`config.mk`:
```
export PLATFORM = sky130hd
export DESIGN_NAME = lfs_fault_status
export DESIGN_NICKNAME = d
export VERILOG_FILES = /design/src/lfs_pkg.sv /design/src/lfs_fault_cell.sv /design/src/lfs_fault_status.sv /design/src/lfs_sync.sv
export SDC_FILE = /design/constraint.sdc
export NUM_CORES = 1
export LEC_CHECK = 0
export BUFFER_PORTS_ARGS = -buffer_cell sky130_fd_sc_hd__buf_2
export CAP_MARGIN = 10
export CELL_PAD_IN_SITES_DETAIL_PLACEMENT = 0
export CELL_PAD_IN_SITES_GLOBAL_PLACEMENT = 1
export CORE_UTILIZATION = 35
export CTS_CLUSTER_DIAMETER = 100
export CTS_CLUSTER_SIZE = 40
export DETAILED_ROUTE_END_ITERATION = 16
export GPL_TIMING_DRIVEN = 0
export PLACE_DENSITY_LB_ADDON = 0.1
export SLEW_MARGIN = 15
export SYNTH_ARGS = -nofsm -noshare
export SYNTH_HDL_FRONTEND = slang
export SYNTH_SLANG_ARGS = --single-unit
```
`constraint.sdc`:
```
create_clock -name clk -period 1.48 [get_ports clk]
set_input_delay 0.37 -clock clk [delete_from_list [all_inputs] [get_ports clk]]
set_output_delay 0.37 -clock clk [all_outputs]
set_load 0.005 [all_outputs]
```
`src/lfs_pkg.sv`:
```
/*
  Constants for the laser driver status/control and fault word logic:
  bit positions, masks, reset values, command codes and timing counts.
  Assumes a single 10 MHz system clock and a power-on reset.
*/
package lfs_pkg;

  localparam int WORD_W = 32;

  // Status/control word bit positions
  localparam int ST_OUTPUT_ON = 0;
  localparam int ST_EXT_SETPOINT_USE = 1;
  localparam int ST_ENABLE_OK = 2;
  localparam int ST_NO_FAULT = 3;
  localparam int ST_DEFAULTS_AT_POWERUP = 4;
  localparam int ST_EXTERNAL_ENABLE_SELECT = 6;
  localparam int ST_EXT_SETPOINT_RANGE_SELECT = 7;
  localparam logic [31:0] STATUS_RESET = 32'h0000_0001;
  localparam logic [31:0] STATUS_STORED_MASK = 32'h0000_00D7;

  // Fault word bit positions
  localparam int F_STAGE_OVERHEAT = 0;
  localparam int F_LOAD_OR_OVERCURRENT = 1;
  localparam int F_SUPPLY_RANGE = 2;
  localparam int F_HANDHELD_IMAGE_CHECK = 3;
  localparam int F_DEFAULTS_CHECK = 4;
  localparam int F_CONFIG_CHECK = 5;
  localparam int F_CALIBRATION_CHECK = 7;
  localparam int F_SETTINGS_LOAD = 8;
  localparam int F_TEMP_EXCEEDED = 9;
  localparam int F_COOLDOWN_PENDING = 10;
  localparam int F_HEAT_NEAR_LIMIT = 11;
  localparam int F_ENABLE_HIGH_AT_POWERUP = 12;
  localparam int F_ENABLE_HIGH_AT_SWITCH = 13;
  localparam int F_REGULATOR_SATURATION = 14;
  localparam int F_OUTPUT_CURRENT_RANGE = 15;
  localparam int FAULT_BITS = 16;
  localparam logic [15:0] FAULT_RESET = 16'h0000;
  localparam logic [15:0] FAULT_DEFINED_MASK = 16'hFFBF;
  localparam logic [15:0] FAULT_PERSIST_MASK = 16'h00A0;
  localparam logic [15:0] FAULT_LEVEL_MASK = 16'h0400;

  // Command codes on the host command port
  localparam logic [2:0] CMD_READ_STATUS = 3'h0;
  localparam logic [2:0] CMD_READ_FAULT = 3'h1;
  localparam logic [2:0] CMD_COMBINED_WORD_READ = 3'h2;
  localparam logic [2:0] CMD_WRITE_STATUS = 3'h3;
  localparam logic [2:0] CMD_FAULT_CLEAR = 3'h4;

  // Power-up sampling of the enable pin, after the synchroniser settles
  localparam int CLK_HZ = 10_000_000;
  localparam int POWERUP_SAMPLE_NS = 300;
  localparam int POWERUP_SAMPLE_CYC = (POWERUP_SAMPLE_NS * (CLK_HZ / 1_000_000) + 999) / 1000;

endpackage : lfs_pkg

```
`src/lfs_fault_cell.sv`:
```
/*
  One fault flag: sticky set with clear, or a plain level follower.
  Assumes set and clear are already qualified by the caller.
*/
`timescale 1ns/1ps
`default_nettype none
module lfs_fault_cell #(
  parameter bit LEVEL = 1'b0
) (
  input wire logic clk,
  input wire logic arst_n,
  input wire logic set,
  input wire logic clear,
  output logic flag
);

  logic next_flag;

  // Set wins over a clear in the same cycle
  assign next_flag = LEVEL ? set : (set | (flag & ~clear));

  always_ff @(posedge clk or negedge arst_n) begin
    if (!arst_n) begin
      flag <= 1'b0;
    end else begin
      flag <= next_flag;
    end
  end

endmodule : lfs_fault_cell
`default_nettype wire

```
`src/lfs_fault_status.sv`:
```
/*
  Status/control and fault word bank of the laser current driver.
  Host commands arrive decoded on a one-cycle command strobe; monitor
  events come from on-chip logic on clk; the enable pin is asynchronous.
*/
`timescale 1ns/1ps
`default_nettype none
module lfs_fault_status
  import lfs_pkg::*;
(
  input wire logic clk,
  input wire logic arst_n,
  // Host command port
  input wire logic cmd_valid,
  input wire logic [2:0] cmd_code,
  input wire logic [31:0] cmd_wdata,
  output logic resp_valid,
  output logic [63:0] resp_data,
  // Breakout connector enable pin
  input wire logic ext_enable_pin,
  // Monitor events, same clock domain
  input wire logic selftest_active,
  input wire logic stage_overheat,
  input wire logic load_failure,
  input wire logic overcurrent,
  input wire logic supply_out_of_range,
  input wire logic handheld_image_bad,
  input wire logic defaults_check_bad,
  input wire logic config_check_bad,
  input wire logic calibration_check_bad,
  input wire logic settings_load_failed,
  input wire logic temp_above_max,
  input wire logic cooling_down,
  input wire logic temp_near_limit,
  input wire logic regulator_saturated,
  input wire logic current_out_of_range,
  // Outputs to regulation and host link
  output logic current_output_on,
  output logic ext_setpoint_range_select,
  output logic external_enable_select,
  output logic ext_setpoint_use,
  output logic image_download_allowed
);

  ////////////////////////////////////////////////////////////////////////
  // Pin synchronisation and edge detect

  logic pin_s;
  logic pin_d;
  logic pin_rise;

  // Pin is asynchronous to clk; only the second flop is read
  lfs_sync #(
    .WIDTH(1)
  ) u_pin_sync (
    .clk(clk),
    .arst_n(arst_n),
    .async_in(ext_enable_pin),
    .sync_out(pin_s)
  );

  always_ff @(posedge clk or negedge arst_n) begin
    if (!arst_n) begin
      pin_d <= 1'b0;
    end else begin
      pin_d <= pin_s;
    end
  end

  // Both flops reset low, so a pin already high at release reads as a rise
  assign pin_rise = pin_s & ~pin_d;

  ////////////////////////////////////////////////////////////////////////
  // Power-up sampling window

  logic [3:0] pwr_cnt;
  logic [3:0] next_pwr_cnt;
  logic pwr_done;
  logic next_pwr_done;
  logic pwr_sample;

  // One look at the pin only; a later rise is not recorded here
  assign pwr_sample = ~pwr_done && (pwr_cnt == 4'(POWERUP_SAMPLE_CYC - 1));
  assign next_pwr_cnt = pwr_done ? pwr_cnt : pwr_cnt + 4'h1;
  assign next_pwr_done = pwr_done | pwr_sample;

  always_ff @(posedge clk or negedge arst_n) begin
    if (!arst_n) begin
      pwr_cnt <= 4'h0;
    end else begin
      pwr_cnt <= next_pwr_cnt;
    end
  end

  always_ff @(posedge clk or negedge arst_n) begin
    if (!arst_n) begin
      pwr_done <= 1'b0;
    end else begin
      pwr_done <= next_pwr_done;
    end
  end

  ////////////////////////////////////////////////////////////////////////
  // Command decode

  logic [31:0] status;
  logic sw_enable;
  logic [15:0] fault;
  logic cmd_rd_status;
  logic cmd_rd_fault;
  logic cmd_rd_comb;
  logic cmd_wr_status;
  logic cmd_clear;

  // Codes 5 to 7 decode to nothing yet still get a response
  assign cmd_rd_status = cmd_valid && (cmd_code == CMD_READ_STATUS);
  assign cmd_rd_fault = cmd_valid && (cmd_code == CMD_READ_FAULT);
  assign cmd_rd_comb = cmd_valid && (cmd_code == CMD_COMBINED_WORD_READ);
  assign cmd_wr_status = cmd_valid && (cmd_code == CMD_WRITE_STATUS);
  assign cmd_clear = cmd_valid && (cmd_code == CMD_FAULT_CLEAR);

  ////////////////////////////////////////////////////////////////////////
  // Status/control word

  logic ext_sel;
  logic enable_ok_rd;
  logic any_fault;
  logic no_fault;
  logic [31:0] status_rd;
  logic [31:0] next_status;
  logic next_sw_enable;
  logic wr_ext_sel;
  logic ext_sel_switch_on;

  assign ext_sel = status[ST_EXTERNAL_ENABLE_SELECT];
  assign enable_ok_rd = ext_sel ? pin_s : sw_enable;
  assign any_fault = |(fault & FAULT_DEFINED_MASK);
  assign no_fault = ~any_fault;

  always_comb begin
    status_rd = status & STATUS_STORED_MASK;
    status_rd[ST_ENABLE_OK] = enable_ok_rd;
    status_rd[ST_NO_FAULT] = no_fault;
  end

  assign wr_ext_sel = cmd_wdata[ST_EXTERNAL_ENABLE_SELECT];
  assign ext_sel_switch_on = cmd_wr_status & wr_ext_sel & ~ext_sel;

  always_comb begin
    next_status = status;
    next_sw_enable = sw_enable;
    if (cmd_wr_status) begin
      next_status[ST_OUTPUT_ON] = cmd_wdata[ST_OUTPUT_ON];
      next_status[ST_DEFAULTS_AT_POWERUP] = cmd_wdata[ST_DEFAULTS_AT_POWERUP];
      next_status[ST_EXTERNAL_ENABLE_SELECT] = wr_ext_sel;
      next_status[ST_EXT_SETPOINT_RANGE_SELECT] = cmd_wdata[ST_EXT_SETPOINT_RANGE_SELECT];
      // Setpoint source frozen while enabled, avoids a current step
      if (!enable_ok_rd) begin
        next_status[ST_EXT_SETPOINT_USE] = cmd_wdata[ST_EXT_SETPOINT_USE];
      end
      // Bit 2 drives the software enable only while it is the source
      if (!ext_sel) begin
        next_sw_enable = cmd_wdata[ST_ENABLE_OK];
      end
    end
  end

  always_ff @(posedge clk or negedge arst_n) begin
    if (!arst_n) begin
      status <= STATUS_RESET;
    end else begin
      status <= next_status;
    end
  end

  // Kept apart from the word; it reads back only while it is the source
  always_ff @(posedge clk or negedge arst_n) begin
    if (!arst_n) begin
      sw_enable <= 1'b0;
    end else begin
      sw_enable <= next_sw_enable;
    end
  end

  ////////////////////////////////////////////////////////////////////////
  // Fault word

  logic [15:0] fault_set;
  logic [15:0] fault_clr;
  logic clear_event;
  logic pin_cycle_clear;

  // Enable cycle counts only while the pin is the selected source
  assign pin_cycle_clear = ext_sel & pin_rise;
  // Clear by command or enable cycle
  assign clear_event = cmd_clear | pin_cycle_clear;
  assign fault_clr = clear_event ? ~FAULT_PERSIST_MASK : 16'h0000;

  // Set inputs come from logic on clk, so no synchroniser here
  always_comb begin
    fault_set = 16'h0000;
    fault_set[F_STAGE_OVERHEAT] = stage_overheat;
    fault_set[F_LOAD_OR_OVERCURRENT] = load_failure | overcurrent;
    fault_set[F_SUPPLY_RANGE] = supply_out_of_range;
    fault_set[F_HANDHELD_IMAGE_CHECK] = handheld_image_bad;
    fault_set[F_DEFAULTS_CHECK] = defaults_check_bad;
    fault_set[F_CONFIG_CHECK] = selftest_active & config_check_bad;
    fault_set[F_CALIBRATION_CHECK] = selftest_active & calibration_check_bad;
    fault_set[F_SETTINGS_LOAD] = settings_load_failed;
    fault_set[F_TEMP_EXCEEDED] = temp_above_max;
    fault_set[F_COOLDOWN_PENDING] = cooling_down;
    fault_set[F_HEAT_NEAR_LIMIT] = temp_near_limit;
    fault_set[F_ENABLE_HIGH_AT_POWERUP] = pwr_sample & pin_s;
    fault_set[F_ENABLE_HIGH_AT_SWITCH] = ext_sel_switch_on & pin_s;
    fault_set[F_REGULATOR_SATURATION] = regulator_saturated;
    fault_set[F_OUTPUT_CURRENT_RANGE] = current_out_of_range;
  end

  genvar gi;
  generate
    for (gi = 0; gi < FAULT_BITS; gi++) begin : g_fault
      if (FAULT_DEFINED_MASK[gi]) begin : g_def
        lfs_fault_cell #(
          .LEVEL(FAULT_LEVEL_MASK[gi])
        ) u_cell (
          .clk(clk),
          .arst_n(arst_n),
          .set(fault_set[gi]),
          .clear(fault_clr[gi]),
          .flag(fault[gi])
        );
      end else begin : g_rsv
        assign fault[gi] = 1'b0;
      end
    end
  endgenerate

  ////////////////////////////////////////////////////////////////////////
  // Responses and outputs

  logic [63:0] next_resp;
  logic [31:0] fault_rd;
  logic [31:0] status_after_wr;

  assign fault_rd = {16'h0000, fault};

  // New value echoed back after a status write
  always_comb begin
    status_after_wr = next_status & STATUS_STORED_MASK;
    status_after_wr[ST_ENABLE_OK] = next_status[ST_EXTERNAL_ENABLE_SELECT] ? pin_s
                                                                             : next_sw_enable;
    status_after_wr[ST_NO_FAULT] = no_fault;
  end

  // Codes 4 to 7 answer zero, so stale data never looks valid
  always_comb begin
    next_resp = 64'h0000_0000_0000_0000;
    if (cmd_rd_status) begin
      next_resp = {32'h0000_0000, status_rd};
    end else if (cmd_rd_fault) begin
      next_resp = {32'h0000_0000, fault_rd};
    end else if (cmd_rd_comb) begin
      next_resp = {fault_rd, status_rd};
    end else if (cmd_wr_status) begin
      next_resp = {32'h0000_0000, status_after_wr};
    end
  end

  logic next_output_on;
  logic next_download_allowed;

  assign next_output_on = status[ST_OUTPUT_ON] & enable_ok_rd & ~any_fault;
  assign next_download_allowed = ~fault[F_HANDHELD_IMAGE_CHECK];

  // Reloaded every cycle, so an old answer never lingers
  always_ff @(posedge clk or negedge arst_n) begin
    if (!arst_n) begin
      resp_valid <= 1'b0;
      resp_data <= 64'h0000_0000_0000_0000;
    end else begin
      resp_valid <= cmd_valid;
      resp_data <= next_resp;
    end
  end

  // Registered gate: one cycle of lag traded for a clean enable
  always_ff @(posedge clk or negedge arst_n) begin
    if (!arst_n) begin
      current_output_on <= 1'b0;
    end else begin
      current_output_on <= next_output_on;
    end
  end

  always_ff @(posedge clk or negedge arst_n) begin
    if (!arst_n) begin
      ext_setpoint_range_select <= 1'b0;
      external_enable_select <= 1'b0;
      ext_setpoint_use <= 1'b0;
    end else begin
      ext_setpoint_range_select <= status[ST_EXT_SETPOINT_RANGE_SELECT];
      external_enable_select <= ext_sel;
      ext_setpoint_use <= status[ST_EXT_SETPOINT_USE];
    end
  end

  always_ff @(posedge clk or negedge arst_n) begin
    if (!arst_n) begin
      image_download_allowed <= 1'b0;
    end else begin
      image_download_allowed <= next_download_allowed;
    end
  end

endmodule : lfs_fault_status
`default_nettype wire

```
`src/lfs_sync.sv`:
```
/*
  Two-flop synchroniser for pin levels.
  Assumes inputs are asynchronous to clk; only the second flop is read.
*/
`timescale 1ns/1ps
`default_nettype none
module lfs_sync #(
  parameter int WIDTH = 1
) (
  input wire logic clk,
  input wire logic arst_n,
  input wire logic [WIDTH-1:0] async_in,
  output logic [WIDTH-1:0] sync_out
);

  logic [WIDTH-1:0] meta;

  always_ff @(posedge clk or negedge arst_n) begin
    if (!arst_n) begin
      meta <= '0;
      sync_out <= '0;
    end else begin
      meta <= async_in;
      sync_out <= meta;
    end
  end

endmodule : lfs_sync
`default_nettype wire

```
==> metrics.md <==
| Metric | Value |
|---|---|
| Result of the run | finished clean |
| Sequential area share after synthesis | 61.33% |
| Area of the core | 7331 um2 |
| Detailed-route DRC error count | 0 |
| Final setup violation count | 0 |
| Root buffer selected by CTS | sky130_fd_sc_hd__clkbuf_8 |
| Area used by sequential logic in the layout | 1653 um2 |
| Number of buffers added by the clock tree synthesis step | 9 |
| Arrival time worst endpoint | 1.60 ns |
| Avg Synthesized Cell Area | 12.96 um2 |
| Instance count after placement with tap cells included | 403 |
| Worst clock skew | 0.009368 ns |
| Post-CTS Setup Repair Bufs | 0 |
| First-pass GRT wire length | 8.349 mm |
| Initial core utilization | 36.76% |
| Half-perimeter wire length after detailed placement | 3.662 mm |
| Worst vdd ir | 0.4770 mV |
| # H-tree levels | 3 |
| Number of nets in the final layout | 372 |
| Largest net degree at the start of global routing | 46 |
| Vias in the first global route | 1672 |
| Cell area after synthesis | 2695 um2 |
| Number of vias in the routed layout | 1697 |
| Most instantiated cells after synthesis | sky130_fd_sc_hd__dfrtp_1, sky130_fd_sc_hd__buf_4, sky130_fd_sc_hd__and2_1, sky130_fd_sc_hd__a21o_1, sky130_fd_sc_hd__nor2_1 |
| Cell depth of the worst hold path | 1 |
| Share of the clock period used by the worst path | 92.59% |
| Nature of the critical path endpoint | register |
| Portion of synthesized cell area occupied by the leading cell type | 60.35% |
| Tightest Hold Check Type | input port to register |
| Count of cells along the worst register-to-register path | 3 |
| IO Count | 124 |
| Maximum clock rate | 729.8 MHz |
| Drt wl/cell | 11.98 um |
| GRT Residual Overflow | 0 |
| Number of slew-limit violations in the final report | 0 |
| FFs w/ async S/R, synth | 100.0% |
| Area of the multi-input gates | 867.1 um2 |
| Required time at the endpoint of the critical path | 1.71 ns |
| Antenna Diode Count | 0 |
| Clock latency reported for the late side of the worst-skew pair | 0.34 ns |
| Number of DRC markers after the initial detailed-route iteration | 21 |
| Post-synth top flop | sky130_fd_sc_hd__dfrtp_1 |
| Via density per instance | 4.040 |
| Total number of clock tree sinks | 66 |
| Accumulated negative setup slack | 0 ns |
| Post-synthesis cell type with the largest combined area | sky130_fd_sc_hd__dfrtp_1 |
| Dominant cells by area after synthesis | sky130_fd_sc_hd__dfrtp_1, sky130_fd_sc_hd__buf_4, sky130_fd_sc_hd__and2_1, sky130_fd_sc_hd__a21o_1, sky130_fd_sc_hd__mux2_2 |
| Static power due to leakage | 0.001868 uW |
| Die H | 89.75 um |
| Horizontal die dimension | 89.75 um |
| Count of mapped cells out of synthesis | 208 |
| Count of standard-cell rows | 31 |
| TritonCTS clock tree | built |
| Number of maximum-capacitance constraint violations | 0 |
| Number of hold violations in the final report | 0 |
| Total Wirelength | 5.030 mm |
| Clock edge transition at the registers on the reported setup and hold paths | 0.07 ns |
| Total of fill cells in the finished design | 656 |
| Number of synthesized flops with an enable pin | 0 |
| Total power divided by cell area | 1192 nW/um2 |
| Input/output buffers | 63 |
| Unrepaired setup endpoints after global routing | no |
| Final cell count without fillers | 420 |
| Number of warnings reported in the yosys synthesis log | 0 |
| Cell variety after synth | 38 |
| Worst-case clock buffer depth | 2 |
| Most frequent cell after synthesis | sky130_fd_sc_hd__dfrtp_1 |
| GP Congestion | 0.6830 |
| Area enclosed by the die boundary | 8055 um2 |
| CP Class | register to register |
| Post-layout min period | 1.370 ns |
| Global Route Usage Sum | 13.66% |
| Tightest hold margin | 0.1391 ns |
| Share of final-layout standard cells stronger than drive strength 1 | 41.12% |
| Startpoint types | register |
| Final core occ | 48.35% |
| Post-detailed-route count of antenna-violating nets | 0 |
| Synth Register Bits | 66 |
| Total iterations of the first detailed-routing run | 4 |
| Antenna violations before repair | 0 |
| Area growth from synthesis to final layout | 31.52% |
| Worst Path Max Fanout | 4 |
path summary, 6_finish.rpt:
kind / from / slack, ns / endpoint
worst max-delay path: g_fault[7].g_def.u_cell.flag / 0.11 / resp_data[3]
worst min register to register: u_pin_sync.meta / 0.35 / u_pin_sync.sync_out
min in group asynchronous: arst_n / 0.45 / resp_data[4]
worst max register to register: g_fault[7].g_def.u_cell.flag / 0.11 / resp_data[3]
max in group asynchronous: arst_n / 0.47 / status[0]
worst min-delay path: cooling_down / 0.14 / g_fault[10].g_def.u_cell.flag
layout by cell type (no fill, tap or decap), drive strengths merged:
master and instances:
dlygate4sd3 1, dfrtp 65, mux2i 3, o211ai 1, nand3 3, clkbuf 12
nand2 5, nor3b 2, bufinv 2, nand2b 4, conb 33, clkinvlp 1
a211oi 3, a211o 1, nor2b 2, nor3 1, buf 103, inv 3
nand4 2, a31oi 1, mux2 8, and4bb 1, nor4 3, ha 2
dfstp 1, nand4b 1, a21o 11, xnor2 3, o32a 1, or2 2
a311oi 1, a32o 2, o31ai 1, nor2 8, a21oi 3, and2 24
clkinv 1
registers in the layout, summed over array words and instances (netlist names):
register                   flops
current_output_on              1
ext_setpoint_range_select      1
ext_setpoint_use               1
external_enable_select         1
g_fault.g_def.u_cell.flag     15
image_download_allowed         1
pin_d                          1
pwr_cnt                        4
pwr_done                       1
resp_data                     31
resp_valid                     1
status                         5
sw_enable                      1
u_pin_sync.meta                1
u_pin_sync.sync_out            1
worst max-delay path, stage by stage, from the launching register on:
cell,delay [ns]
sky130_fd_sc_hd__dfrtp_1,0.45
sky130_fd_sc_hd__nor4_2,0.35
sky130_fd_sc_hd__nand4_1,0.19
sky130_fd_sc_hd__o31ai_1,0.27
through the flow:
stage	power (uW)	setup slack (ns)	cell area (um2)
after global routing	4396	0.03197	3545
after CTS	4254	0.07607	3538
after global placement	2487	-0.2170	3254
final	4225	0.1097	3545
after floorplan	2304	0.1975	2815
after detailed placement	2498	-0.04758	3284
power breakdown:
group	internal (uW)	leakage (uW)	total [uW]	switching (uW)
clock	1080	0.000119	1760	678
combinational	246	0.000937	447	201
sequential	1930	0.000812	2020	83.1
kinds of logic after synthesis:
family / Yosys count / share of synthesized area, %
other: 1 / 0.1391
xor gates and xnor gates: 3 / 0.9751
AOI/OAI and AO/OA: 25 / 7.475
adders and majority gates: 2 / 0.9284
buffers and inverters: 42 / 11.42
and+or+nand+nor: 58 / 13.14
muxes: 11 / 4.596
DFF: 66 / 61.33
routing by layer:
metal | up-vias | GRT usage, % | routed length, um
met5 | - | 0 | 0
met3 | 13 | 3.892 | 316
met1 | 761 | 17.30 | 2322
met4 | 0 | 8.197 | 137
li1 | 851 | - | -
met2 | 72 | 20.77 | 2253
layout make-up:
| class | count | share of cell area, % |
|---|---|---|
| well taps | 99 | 3.495 |
| clock buffers | 12 | 4.659 |
| clock inverters | 4 | 2.047 |
| multi-input cells | 132 | 24.46 |
| flip-flops and latches | 66 | 46.63 |
| plain buffers | 39 | 8.366 |
| inverters | 3 | 0.3177 |
| repair buffers | 65 | 10.02 |
timing repair:
| item | CTS | global route |
|---|---|---|
| gates resized for setup | 1 | 1 |
| endpoints found under the setup margin | 1 | 1 |
| hold buffers | 1 | 0 |
| pin swaps | 0 | 0 |
| hold endpoints to repair | 21 | 0 |
No activity file was read; power rests on OpenSTA's default activity.
